===== config.mk =====
export PLATFORM = sky130hd
export DESIGN_NAME = rafrs_top
export DESIGN_NICKNAME = d
export VERILOG_FILES = /design/src/rafrs_crc_hash.v /design/src/rafrs_ring_decode.v /design/src/rafrs_top.v
export VERILOG_INCLUDE_DIRS = /design/src
export SDC_FILE = /design/constraint.sdc
export NUM_CORES = 1
export LEC_CHECK = 0
export BUFFER_PORTS_ARGS = -buffer_cell sky130_fd_sc_hd__buf_2
export CORE_MARGIN = 3
export CORE_UTILIZATION = 23
export DETAILED_ROUTE_END_ITERATION = 10
export SLEW_MARGIN = 30
export SYNTH_ARGS = -nofsm -noshare
export SYNTH_HDL_FRONTEND = slang
export SYNTH_SLANG_ARGS = --single-unit

===== constraint.sdc =====
create_clock -name i_core_clk -period 7.75 [get_ports i_core_clk]
set_input_delay 0.775 -clock i_core_clk [delete_from_list [all_inputs] [get_ports i_core_clk]]
set_output_delay 0.775 -clock i_core_clk [all_outputs]
set_load 0.05 [all_outputs]

===== src/rafrs_consts.vh =====
// register offsets, field positions and constants of the address filter and ring setup block
`ifndef RAFRS_CONSTS_VH
`define RAFRS_CONSTS_VH

`define RAFRS_ADDR_W 8
`define RAFRS_OFF_CTRL 8'h00
`define RAFRS_OFF_MODE 8'h04
`define RAFRS_OFF_STA0 8'h08
`define RAFRS_OFF_STA1 8'h0c
`define RAFRS_OFF_STA2 8'h10
`define RAFRS_OFF_HASH0 8'h14
`define RAFRS_OFF_HASH1 8'h18
`define RAFRS_OFF_HASH2 8'h1c
`define RAFRS_OFF_HASH3 8'h20
`define RAFRS_OFF_RING 8'h24

`define RAFRS_CTRL_INIT 0
`define RAFRS_CTRL_START 1
`define RAFRS_CTRL_STOP 2
`define RAFRS_CTRL_TX_ON 4
`define RAFRS_CTRL_RX_ON 5
`define RAFRS_CTRL_INIT_DONE 8

`define RAFRS_MODE_RX_DISABLE 0
`define RAFRS_MODE_TX_DISABLE 1
`define RAFRS_MODE_LOOP 2
`define RAFRS_MODE_TX_CRC_DISABLE 3
`define RAFRS_MODE_INTL 6
`define RAFRS_MODE_RESET 16'h0000

`define RAFRS_RING_LEN_HI 31
`define RAFRS_RING_LEN_LO 29
`define RAFRS_RING_BASE_HI 23
`define RAFRS_RING_BASE_LO 3
`define RAFRS_RING_MASK 32'he0fffff8

`define RAFRS_LOOP_CHAIN_BYTES 16'h0020
`define RAFRS_ADDR_BITS 48
`define RAFRS_LAST_BIT 6'h2f
`define RAFRS_CRC_INIT 32'hffffffff
`define RAFRS_CRC_POLY 32'hedb88320

`endif


===== src/rafrs_crc_hash.v =====
// serial ethernet crc over a destination address, latching the hash index
`timescale 1ns/1ps
`include "rafrs_consts.vh"
module rafrs_crc_hash (
    input wire i_core_clk,
    input wire i_rst,
    input wire i_clear,
    input wire i_bit,
    input wire i_bit_valid,
    input wire i_last,
    output reg [5:0] o_index
);
    reg [31:0] crc;
    reg [31:0] next_crc;

    // reflected form: first bit on the wire enters at bit 0
    always @* begin
        next_crc = {1'b0, crc[31:1]};
        if (crc[0] ^ i_bit) begin
            next_crc = next_crc ^ `RAFRS_CRC_POLY;
        end
    end

    always @(posedge i_core_clk or posedge i_rst) begin
        if (i_rst) begin
            crc <= `RAFRS_CRC_INIT;
            o_index <= 6'h00;
        end else if (i_clear) begin
            crc <= `RAFRS_CRC_INIT;
        end else if (i_bit_valid) begin
            crc <= next_crc;
            if (i_last) begin
                o_index <= next_crc[31:26];
            end
        end
    end
endmodule


===== src/rafrs_ring_decode.v =====
// decodes the receive ring pointer into base address and entry count
`timescale 1ns/1ps
`include "rafrs_consts.vh"
module rafrs_ring_decode (
    input wire [31:0] i_ring_ptr,
    output wire [23:0] o_base,
    output wire [7:0] o_entries
);
    assign o_entries = 8'h01 << i_ring_ptr[`RAFRS_RING_LEN_HI:`RAFRS_RING_LEN_LO];
    assign o_base = {i_ring_ptr[`RAFRS_RING_BASE_HI:`RAFRS_RING_BASE_LO], 3'h0};
endmodule


===== src/rafrs_top.v =====
// receive address filter and ring setup registers behind an apb slave
// What this block does
// - loopback: no tx chaining, rx chaining 32-byte buffers
// - tx disable stops tx ring, clears tx on
// - rx disable drops frames, clears rx on
// - station address register matches individual frames
// - first address bit one means group address
// - full 64-bit group hash mask held
// - crc-32 over 48 bits, top six index
// - selected mask bit accepts, zero rejects
// - broadcast accepted whenever rx is on, bypassing the hash
// - external loopback filters groups only with crc disable
// - ring length field decodes as power two
// - ring pointer reserved bits read zero
// - ring base on quadword boundary, low bits zero
// - rings and traffic start only after start bit
`timescale 1ns/1ps
`include "rafrs_consts.vh"
module rafrs_top (
    input wire i_core_clk,
    input wire i_rst,
    input wire i_psel,
    input wire i_penable,
    input wire i_pwrite,
    input wire [7:0] i_paddr,
    input wire [31:0] i_pwdata,
    output reg [31:0] o_prdata,
    output wire o_pready,
    output reg o_pslverr,
    input wire i_rx_frame_start,
    input wire i_rx_bit,
    input wire i_rx_bit_valid,
    input wire [15:0] i_rx_buf_len,
    output reg o_rx_accept,
    output reg o_rx_reject,
    output reg o_rx_group,
    output wire o_tx_ring_enable,
    output wire o_rx_ring_enable,
    output wire o_tx_chain_allow,
    output wire o_rx_chain_allow,
    output wire [23:0] o_rx_ring_base,
    output wire [7:0] o_rx_ring_entries
);
    reg [15:0] mode;
    reg [47:0] station;
    reg [63:0] hash_mask;
    reg [31:0] ring_ptr;
    reg init_done;
    reg started;
    reg tx_dis_active;
    reg rx_dis_active;
    reg tx_on;
    reg rx_on;

    reg [5:0] bit_cnt;
    reg in_addr;
    reg [47:0] addr;
    reg decide;
    reg [31:0] next_rdata;
    reg next_err;
    reg next_accept;

    wire setup_phase;
    wire wr_en;
    wire last_bit;
    wire [5:0] hash_index;
    wire loop_on;
    wire ext_loop;
    wire group_addr;
    wire broadcast;
    wire [31:0] ctrl_view;

    // zero wait states: read data is captured in the setup cycle
    assign o_pready = 1'b1;
    assign setup_phase = i_psel & ~i_penable;
    assign wr_en = i_psel & i_penable & i_pwrite & o_pready;

    assign loop_on = mode[`RAFRS_MODE_LOOP];
    assign ext_loop = loop_on & ~mode[`RAFRS_MODE_INTL];

    assign ctrl_view = {23'h000000, init_done, 2'h0, rx_on, tx_on, 1'b0,
                        ~started, started, 1'b0};

    // address decode for reads and the error answer
    always @* begin
        next_rdata = 32'h00000000;
        next_err = 1'b0;
        if (i_paddr == `RAFRS_OFF_CTRL) begin
            next_rdata = ctrl_view;
        end else if (i_paddr == `RAFRS_OFF_MODE) begin
            next_rdata = {16'h0000, mode};
        end else if (i_paddr == `RAFRS_OFF_STA0) begin
            next_rdata = {16'h0000, station[15:0]};
        end else if (i_paddr == `RAFRS_OFF_STA1) begin
            next_rdata = {16'h0000, station[31:16]};
        end else if (i_paddr == `RAFRS_OFF_STA2) begin
            next_rdata = {16'h0000, station[47:32]};
        end else if (i_paddr == `RAFRS_OFF_HASH0) begin
            next_rdata = {16'h0000, hash_mask[15:0]};
        end else if (i_paddr == `RAFRS_OFF_HASH1) begin
            next_rdata = {16'h0000, hash_mask[31:16]};
        end else if (i_paddr == `RAFRS_OFF_HASH2) begin
            next_rdata = {16'h0000, hash_mask[47:32]};
        end else if (i_paddr == `RAFRS_OFF_HASH3) begin
            next_rdata = {16'h0000, hash_mask[63:48]};
        end else if (i_paddr == `RAFRS_OFF_RING) begin
            next_rdata = ring_ptr & `RAFRS_RING_MASK;
        end else begin
            next_err = 1'b1;
        end
    end

    always @(posedge i_core_clk or posedge i_rst) begin
        if (i_rst) begin
            o_prdata <= 32'h00000000;
            o_pslverr <= 1'b0;
        end else if (setup_phase) begin
            o_prdata <= i_pwrite ? 32'h00000000 : next_rdata;
            o_pslverr <= next_err;
        end
    end

    // configuration registers
    always @(posedge i_core_clk or posedge i_rst) begin
        if (i_rst) begin
            mode <= `RAFRS_MODE_RESET;
            station <= 48'h000000000000;
            hash_mask <= 64'h0000000000000000;
            ring_ptr <= 32'h00000000;
        end else if (wr_en) begin
            if (i_paddr == `RAFRS_OFF_MODE) begin
                mode <= i_pwdata[15:0];
            end else if (i_paddr == `RAFRS_OFF_STA0) begin
                station[15:0] <= i_pwdata[15:0];
            end else if (i_paddr == `RAFRS_OFF_STA1) begin
                station[31:16] <= i_pwdata[15:0];
            end else if (i_paddr == `RAFRS_OFF_STA2) begin
                station[47:32] <= i_pwdata[15:0];
            end else if (i_paddr == `RAFRS_OFF_HASH0) begin
                hash_mask[15:0] <= i_pwdata[15:0];
            end else if (i_paddr == `RAFRS_OFF_HASH1) begin
                hash_mask[31:16] <= i_pwdata[15:0];
            end else if (i_paddr == `RAFRS_OFF_HASH2) begin
                hash_mask[47:32] <= i_pwdata[15:0];
            end else if (i_paddr == `RAFRS_OFF_HASH3) begin
                hash_mask[63:48] <= i_pwdata[15:0];
            end else if (i_paddr == `RAFRS_OFF_RING) begin
                // reserved and sub-quadword bits are never stored
                ring_ptr <= i_pwdata & `RAFRS_RING_MASK;
            end
        end
    end

    // control: init snapshots the disable bits, start turns traffic on
    always @(posedge i_core_clk or posedge i_rst) begin
        if (i_rst) begin
            init_done <= 1'b0;
            started <= 1'b0;
            tx_dis_active <= 1'b1;
            rx_dis_active <= 1'b1;
            tx_on <= 1'b0;
            rx_on <= 1'b0;
        end else if (wr_en && i_paddr == `RAFRS_OFF_CTRL && i_pwdata[`RAFRS_CTRL_STOP]) begin
            init_done <= 1'b0;
            started <= 1'b0;
            tx_on <= 1'b0;
            rx_on <= 1'b0;
        end else if (wr_en && i_paddr == `RAFRS_OFF_CTRL) begin
            if (i_pwdata[`RAFRS_CTRL_INIT]) begin
                // init sets the done flag; set wins over a clear in the same write
                init_done <= 1'b1;
                tx_dis_active <= mode[`RAFRS_MODE_TX_DISABLE];
                rx_dis_active <= mode[`RAFRS_MODE_RX_DISABLE];
                tx_on <= started & ~mode[`RAFRS_MODE_TX_DISABLE];
                rx_on <= started & ~mode[`RAFRS_MODE_RX_DISABLE];
            end else if (i_pwdata[`RAFRS_CTRL_INIT_DONE]) begin
                init_done <= 1'b0;
            end
            if (i_pwdata[`RAFRS_CTRL_START] && (init_done || i_pwdata[`RAFRS_CTRL_INIT])) begin
                started <= 1'b1;
                tx_on <= ~(i_pwdata[`RAFRS_CTRL_INIT] ? mode[`RAFRS_MODE_TX_DISABLE]
                           : tx_dis_active);
                rx_on <= ~(i_pwdata[`RAFRS_CTRL_INIT] ? mode[`RAFRS_MODE_RX_DISABLE]
                           : rx_dis_active);
            end
        end
    end

    assign o_tx_ring_enable = tx_on;
    assign o_rx_ring_enable = rx_on;

    assign o_tx_chain_allow = ~loop_on;
    // the lookahead poll only has time when each buffer is exactly 32 bytes
    assign o_rx_chain_allow = ~loop_on | (i_rx_buf_len == `RAFRS_LOOP_CHAIN_BYTES);

    // destination address capture, first received bit lands in addr[0]
    assign last_bit = (bit_cnt == `RAFRS_LAST_BIT);

    always @(posedge i_core_clk or posedge i_rst) begin
        if (i_rst) begin
            bit_cnt <= 6'h00;
            in_addr <= 1'b0;
            addr <= 48'h000000000000;
            decide <= 1'b0;
        end else begin
            decide <= 1'b0;
            if (i_rx_frame_start) begin
                bit_cnt <= 6'h00;
                in_addr <= 1'b1;
            end else if (in_addr && i_rx_bit_valid) begin
                addr <= {i_rx_bit, addr[47:1]};
                bit_cnt <= bit_cnt + 6'h01;
                if (last_bit) begin
                    in_addr <= 1'b0;
                    decide <= 1'b1;
                end
            end
        end
    end

    rafrs_crc_hash u_hash (
        .i_core_clk(i_core_clk),
        .i_rst(i_rst),
        .i_clear(i_rx_frame_start),
        .i_bit(i_rx_bit),
        .i_bit_valid(in_addr & i_rx_bit_valid),
        .i_last(last_bit),
        .o_index(hash_index)
    );

    assign group_addr = addr[0];
    assign broadcast = &addr;

    always @* begin
        next_accept = 1'b0;
        if (!rx_on) begin
            next_accept = 1'b0;
        end else if (broadcast) begin
            next_accept = 1'b1;
        end else if (group_addr) begin
            // without crc disable the shared crc unit is busy on the tx side
            if (ext_loop && !mode[`RAFRS_MODE_TX_CRC_DISABLE]) begin
                next_accept = 1'b0;
            end else begin
                next_accept = hash_mask[hash_index];
            end
        end else begin
            next_accept = (addr == station);
        end
    end

    always @(posedge i_core_clk or posedge i_rst) begin
        if (i_rst) begin
            o_rx_accept <= 1'b0;
            o_rx_reject <= 1'b0;
            o_rx_group <= 1'b0;
        end else begin
            o_rx_accept <= decide & next_accept;
            o_rx_reject <= decide & ~next_accept;
            if (decide) begin
                o_rx_group <= group_addr;
            end
        end
    end

    rafrs_ring_decode u_ring (
        .i_ring_ptr(ring_ptr),
        .o_base(o_rx_ring_base),
        .o_entries(o_rx_ring_entries)
    );
endmodule


# Word-level counts from Yosys, hierarchy flattened
# Index checks and enable logic that the tools add are counted.
[word_totals] ff_bits=288 output_inout_bits=73 inputBits=64
[classes] bitwise_logic=31 n_addsub=1 magnitude_cmp=1 shifts=1 n_eq_ne=12 mux=55 reduce_logical=32
[op_table] op="$mux 32" count=14
[op_table] op="$eq 48x48->1" count=1
[op_table] op="$reduce_and 48->1" count=1
[op_table] op="$mux 1" count=38
[op_table] op="$eq 8x5->1 const B" count=4
[op_table] op="$not 1->1" count=19
[op_table] op="$eq 16x6->1 const B" count=1
[op_table] op="$eq 8x4->1 const B" count=2
[op_table] op="$eq 8x6->1 const B" count=2
[op_table] op="$not 13->14" count=1
[op_table] op="$reduce_and 2->1" count=7
[op_table] op="$mux 6" count=2
[op_table] op="$reduce_and 10->1" count=1
[op_table] op="$reduce_bool 2->1" count=5
[op_table] op="$and 1x1->1" count=9
[op_table] op="$reduce_and 9->1" count=1
[op_table] op="$eq 8x3->1 const B" count=1
[op_table] op="$logic_not 8->1" count=1
[op_table] op="$reduce_and 8->1" count=1
[op_table] op="$shl 1x3->8 const A" count=1
[op_table] op="$lt 6x7->1 const B" count=1
[op_table] op="$reduce_and 7->1" count=1
[op_table] op="$add 6x1->6 const B" count=1
[op_table] op="$bmux 1 s6" count=1
[op_table] op="11 further kinds" count=17

# Depth between registers and ports, before layout
[depth] depth_word=12 ltp_mapped=9 depth_no_buf=6

# Modules after synthesis
# Synthesis repeated with hierarchy kept, for this count alone.
[hier_totals] cells_unflattened=1120 area_unflattened_um2=14103.5
[by_module_without_submodules] module="rafrs_top" n_inst=1 area_each_um2=11890.2 cells_each=948 seq_area_each_um2=6133.4
[by_module_without_submodules] module="rafrs_crc_hash" n_inst=1 area_each_um2=1964.4 cells_each=139 seq_area_each_um2=991.0
[by_module_without_submodules] module="rafrs_ring_decode" n_inst=1 area_each_um2=249.0 cells_each=33 seq_area_each_um2=0.0

# Worst setup path before layout
# No wires, ideal clock.
[synth_timing] path_type="input-to-reg" from="input i_paddr[3]" to="register station[33]" path_stages=8 required_ns=7.625 arrival_time_ns=2.473 setup_time_ns=0.125 slack_ns=5.152 cell_sequence="buf_2 -> nor4b_4 -> nand2_2 -> nand2_1 -> nor2_1 -> nand2_1 -> buf_2 -> mux2_2"
[synth_between] elab_chain_cells=3
[synth_rtl] item="start: declaration" line_no="rafrs_top.v:25" rtl="input wire [7:0] i_paddr,"
[synth_rtl] item="$eq 8x4->1 (no line) or $eq 8x3->1 (tied branches)"
[synth_rtl] item="$not 1->1 (no line)"
[synth_rtl] item="$reduce_and 5->1 (no line) (*)"
[synth_rtl] item="end signal: assignment" line_no="rafrs_top.v:138" rtl="station[47:32] <= i_pwdata[15:0];"
[synth_rtl] item="end: declaration" line_no="rafrs_top.v:45" rtl="reg [47:0] station;"
# Mark *: on every way between the ends. The rest lies on a longest branch, timed or not.
# A chain may end at the register's enable or synchronous reset.

# Worst setup path in the final report
[layout_timing] from="input i_paddr[2]" to="register station[47]"
# Same word-level chain as after synthesis.

==> summary.md <==
| Metric | Value |
|---|---|
| Status | finished, final reports clean |
| Worst Hold Class | in -> reg |
| Final period demand of the worst path | between 3 and 4 ns |
| CTS Root Buffer Type | clkbuf_16 |
| 1st-pass router iterations | 8 |
| Clock buffer depth | 3 |
| Setup Viol. Count Final | 0 |
| Most common cell in the netlist | dfrtp_1 |
| Average cell area after synthesis | ~12 µm² |
| Pint | 2.51 mW |
| Setup TNS Final | 0 ns |
| Worst slew pin tran | 0.952 ns |
| Fmax achieved | 316 MHz |
| Post-synth EDFFs | 0 |
| Max-cap violations | 0 |
| PortBufs | roughly 120 |
| Yosys top cell by area | dfrtp_1 |
| I/O pins | 137 |
| CTS clk-pin slew, worst paths | ~0.07 ns |
| Tot GR Track Use | 0.121 |
| Top cell type's share of synthesized area | 0.450 |
| Core ar. | about 60000 µm² |
| Chip Height | approximately 250 µm |
| Final GP Congestion | 0.848 |
| DRC Markers | 0 |
| WP data required | just over 8 ns |
| Max-slew violations | 0 |
| Skew final | 0.0145 ns |
| Setup CP Type | in -> reg |
| Slew Limit Headroom | 0.364 |
| First-pass GRT wire length | ~60000 µm |
| Combinational power share | 0.096 |
| Lkg Pwr | between 7 and 8 nW |
| ANT cells | 0 |
| Peak VDD IR | between 0.1 and 0.15 mV |
| Vias per cell | 4.83 |
| Reg power frac | 0.479 |
| Mapped Cells | between 1000 and 1500 |
| Largest cells by area after synthesis | dfrtp_1, mux2_2, dfstp_2 |
| Worst Reg2Reg Path Length in Cells | 7 |
| Post-CTS sizing | 0 |
| Hold buffers post-CTS | 0 |
| Power Dens Cells | 211 nW/µm² |
| Fin worst setup slack | 4.58 ns |
| Ys flop type | dfrtp_1 |
| H-tree lvl count | 1 |
| Initial Util | 0.234 |
| CP Launch Type | input port |
| Vias in the first global route | 9779 |
| Fin. Hold Viols | 0 |
| Nets | roughly 1300 |
| Sink Count | 283 |
| Worst-Skew Late Latency | between 0.5 and 0.6 ns |
| Dpl cell area | between 15000 and 20000 µm² |
| Num rows | 89 |
| Layout cell share with drive strength beyond 1 | 0.361 |
| CTS tree | done |
| Setup repair bufs after CTS | 0 |
| Die ar. | 63200 µm² |
| Drt first-iter violations | 759 |
| Largest net degree at the start of global routing | 150 |
| Period utilisation layout | 0.408 |
| Setup WS pre-CTS | 4.11 ns |
| Sw frac | 0.259 |
| Design area | approximately 16000 µm² |
| TritonCTS buffer count | 29 |
| Async S/R FF share, synth | 1.00 |
| Drt wl/cell | ~19 µm |
| Setup crit end kind | flop |
| Critical path arrival | 3.61 ns |
| Initial antenna violation count | 3 |
| Synth unique cells | between 70 and 80 |
| Final WL | 39000 µm |
| Sw power | between 800 and 900 µW |
| Critical Path Fanout Max | 28 |
| #FFs+latches synth | 283 |
| Post-route ant nets | 0 |
| Hpwl dp | approximately 28000 µm |
| Sequential fraction of the synthesis area | 0.514 |
| Unrepaired setup endpoints after global routing | false |
| Synth warn | 0 |
| Top cells by instance count after synthesis | dfrtp_1, mux2_2, nand2_1 |
| Congestion Overflow GR | 0 |
| Layout area overhead | 15.9% |
| Vias | 9756 |
| Clock power frac | 0.424 |
| Synth Cell Area | 13900 µm² |
| Hold path cells | 2 |
| Die Width | 251 µm |
## placed cells by master, fill, tap and decap left out, types with 4 or more instances in the layout
master | Yosys | final
mux2_4 | 10 | 10
mux2_2 | 185 | 185
nand4_1 | 19 | 19
o21ai_0 | 60 | 60
a31oi_1 | 6 | 6
a211o_1 | 33 | 33
xnor2_1 | 37 | 37
a22oi_1 | 17 | 17
and2_1 | 8 | 8
nand2_2 | 3 | 4
clkbuf_16 | 0 | 29
nor3_1 | 9 | 9
clkinv_2 | 0 | 7
a21boi_0 | 4 | 4
o221ai_1 | 7 | 7
o21a_1 | 5 | 5
nor4_1 | 13 | 12
buf_4 | 34 | 7
nor2_1 | 47 | 46
a22o_1 | 14 | 14
clkbuf_1 | 42 | 5
nand3_1 | 8 | 8
inv_1 | 21 | 20
nand2b_1 | 10 | 9
buf_2 | 14 | 122
dfrtp_1 | 249 | 249
clkbuf_8 | 0 | 5
a21oi_1 | 37 | 37
mux2i_1 | 7 | 7
mux4_2 | 17 | 17
and3_1 | 26 | 26
conb_1 | 2 | 9
nor4b_1 | 4 | 4
dfstp_2 | 34 | 34
a221o_1 | 4 | 4
nand2_1 | 64 | 63
xor2_1 | 17 | 16
o22ai_1 | 13 | 13
o2bb2ai_1 | 12 | 12
## worst max-delay path: stages
cell and delay [ns]:
buf_2 0.54, nor4b_4 0.58, nand2_2 0.27, nand2_1 0.24, nor2_1 0.11, nand2_1 0.66
mux2_2 0.42
## per-stage QoR
step | total power, mW | utilization | std cells | hold slack (ns)
2_1_floorplan | 1.86 | - | 1158 | 0.467
3_3_place_gp | 1.97 | 0.253 | 1964 | 0.462
3_5_place_dp | 1.97 | 0.253 | 1964 | 0.474
4_1_cts | 3.43 | 0.269 | 2017 | 0.409
5_1_grt | 3.53 | 0.271 | 2019 | 0.424
6_report | 3.39 | 0.271 | 2019 | 0.440
## power groups by stage
stage	sequential (mW)	clock, mW	combinational [mW]
detailed placement	1.65	0	0.323
finish	1.63	1.44	0.327
CTS	1.62	1.48	0.325
floorplan	1.65	0	0.213
global placement	1.65	0	0.318
global route	1.63	1.54	0.359
## logic make-up (layout without fill, tap and decap cells)
kind of cell | after synthesis | count (layout) | share of synthesized area
AND/OR/NAND/NOR | 238 | 238 | 0.0946
AO/OA/AOI/OAI | 235 | 235 | 0.117
XOR/XNOR | 54 | 54 | 0.0341
multiplexers | 220 | 220 | 0.195
adder cells (fa/ha/maj) | 1 | 1 | 0.000903
other | 2 | 9 | 0.000542
flip-flops | 283 | 283 | 0.514
buffers and inverters | 118 | 206 | 0.0446
## worst paths after layout
check	from	slack (ns)	end
max in group asynchronous	i_rst	6.06	station[47]$_DFFE_PP0P_
hold reg to reg	o_prdata[0]$_DFFE_PP0P_	0.49	o_prdata[0]$_DFFE_PP0P_
min in group asynchronous	i_rst	0.48	in_addr$_DFFE_PP0P_
hold / removal	i_pwdata[19]	0.44	ring_ptr[19]$_DFFE_PP0P_
setup / recovery	i_paddr[2]	4.58	station[47]$_DFFE_PP0P_
setup reg to reg	u_hash.o_index[1]$_DFFE_PP0P_	4.67	o_rx_reject$_DFF_PP0_
## routing by layer
| layer | up-vias | wire length (µm) | global-route usage |
|---|---|---|---|
| met3 | 51 | 2860 | 0.0301 |
| met1 | 5017 | 17900 | 0.171 |
| met4 | 6 | 730 | 0.0265 |
| met2 | 326 | 17500 | 0.188 |
| li1 | 4356 | - | - |
| met5 | - | 44 | 0 |
## cell type report
type | instances | area [µm²]
fillers | 6132 | 43300
flip-flops and latches | 283 | 7120
multi-input cells | 757 | 6180
well taps | 773 | 967
clock buffers | 39 | 813
repair buffers | 132 | 731
clock inverters | 14 | 159
inverters | 21 | 82.6
## sequential cells by signal, indices dropped and copies added (netlist names)
name              flops
o_rx_ring_enable      1
station              48
init_done             1
o_rx_accept           1
in_addr               1
started               1
hash_mask            64
bit_cnt               6
rx_dis_active         1
o_prdata             27
mode                 16
u_hash.crc           32
o_tx_ring_enable      1
ring_ptr             24
tx_dis_active         1
decide                1
addr                 48
o_pslverr             1
u_hash.o_index        6
o_rx_reject           1
o_rx_group            1
Note: power is estimated with default switching activity, not from simulation.
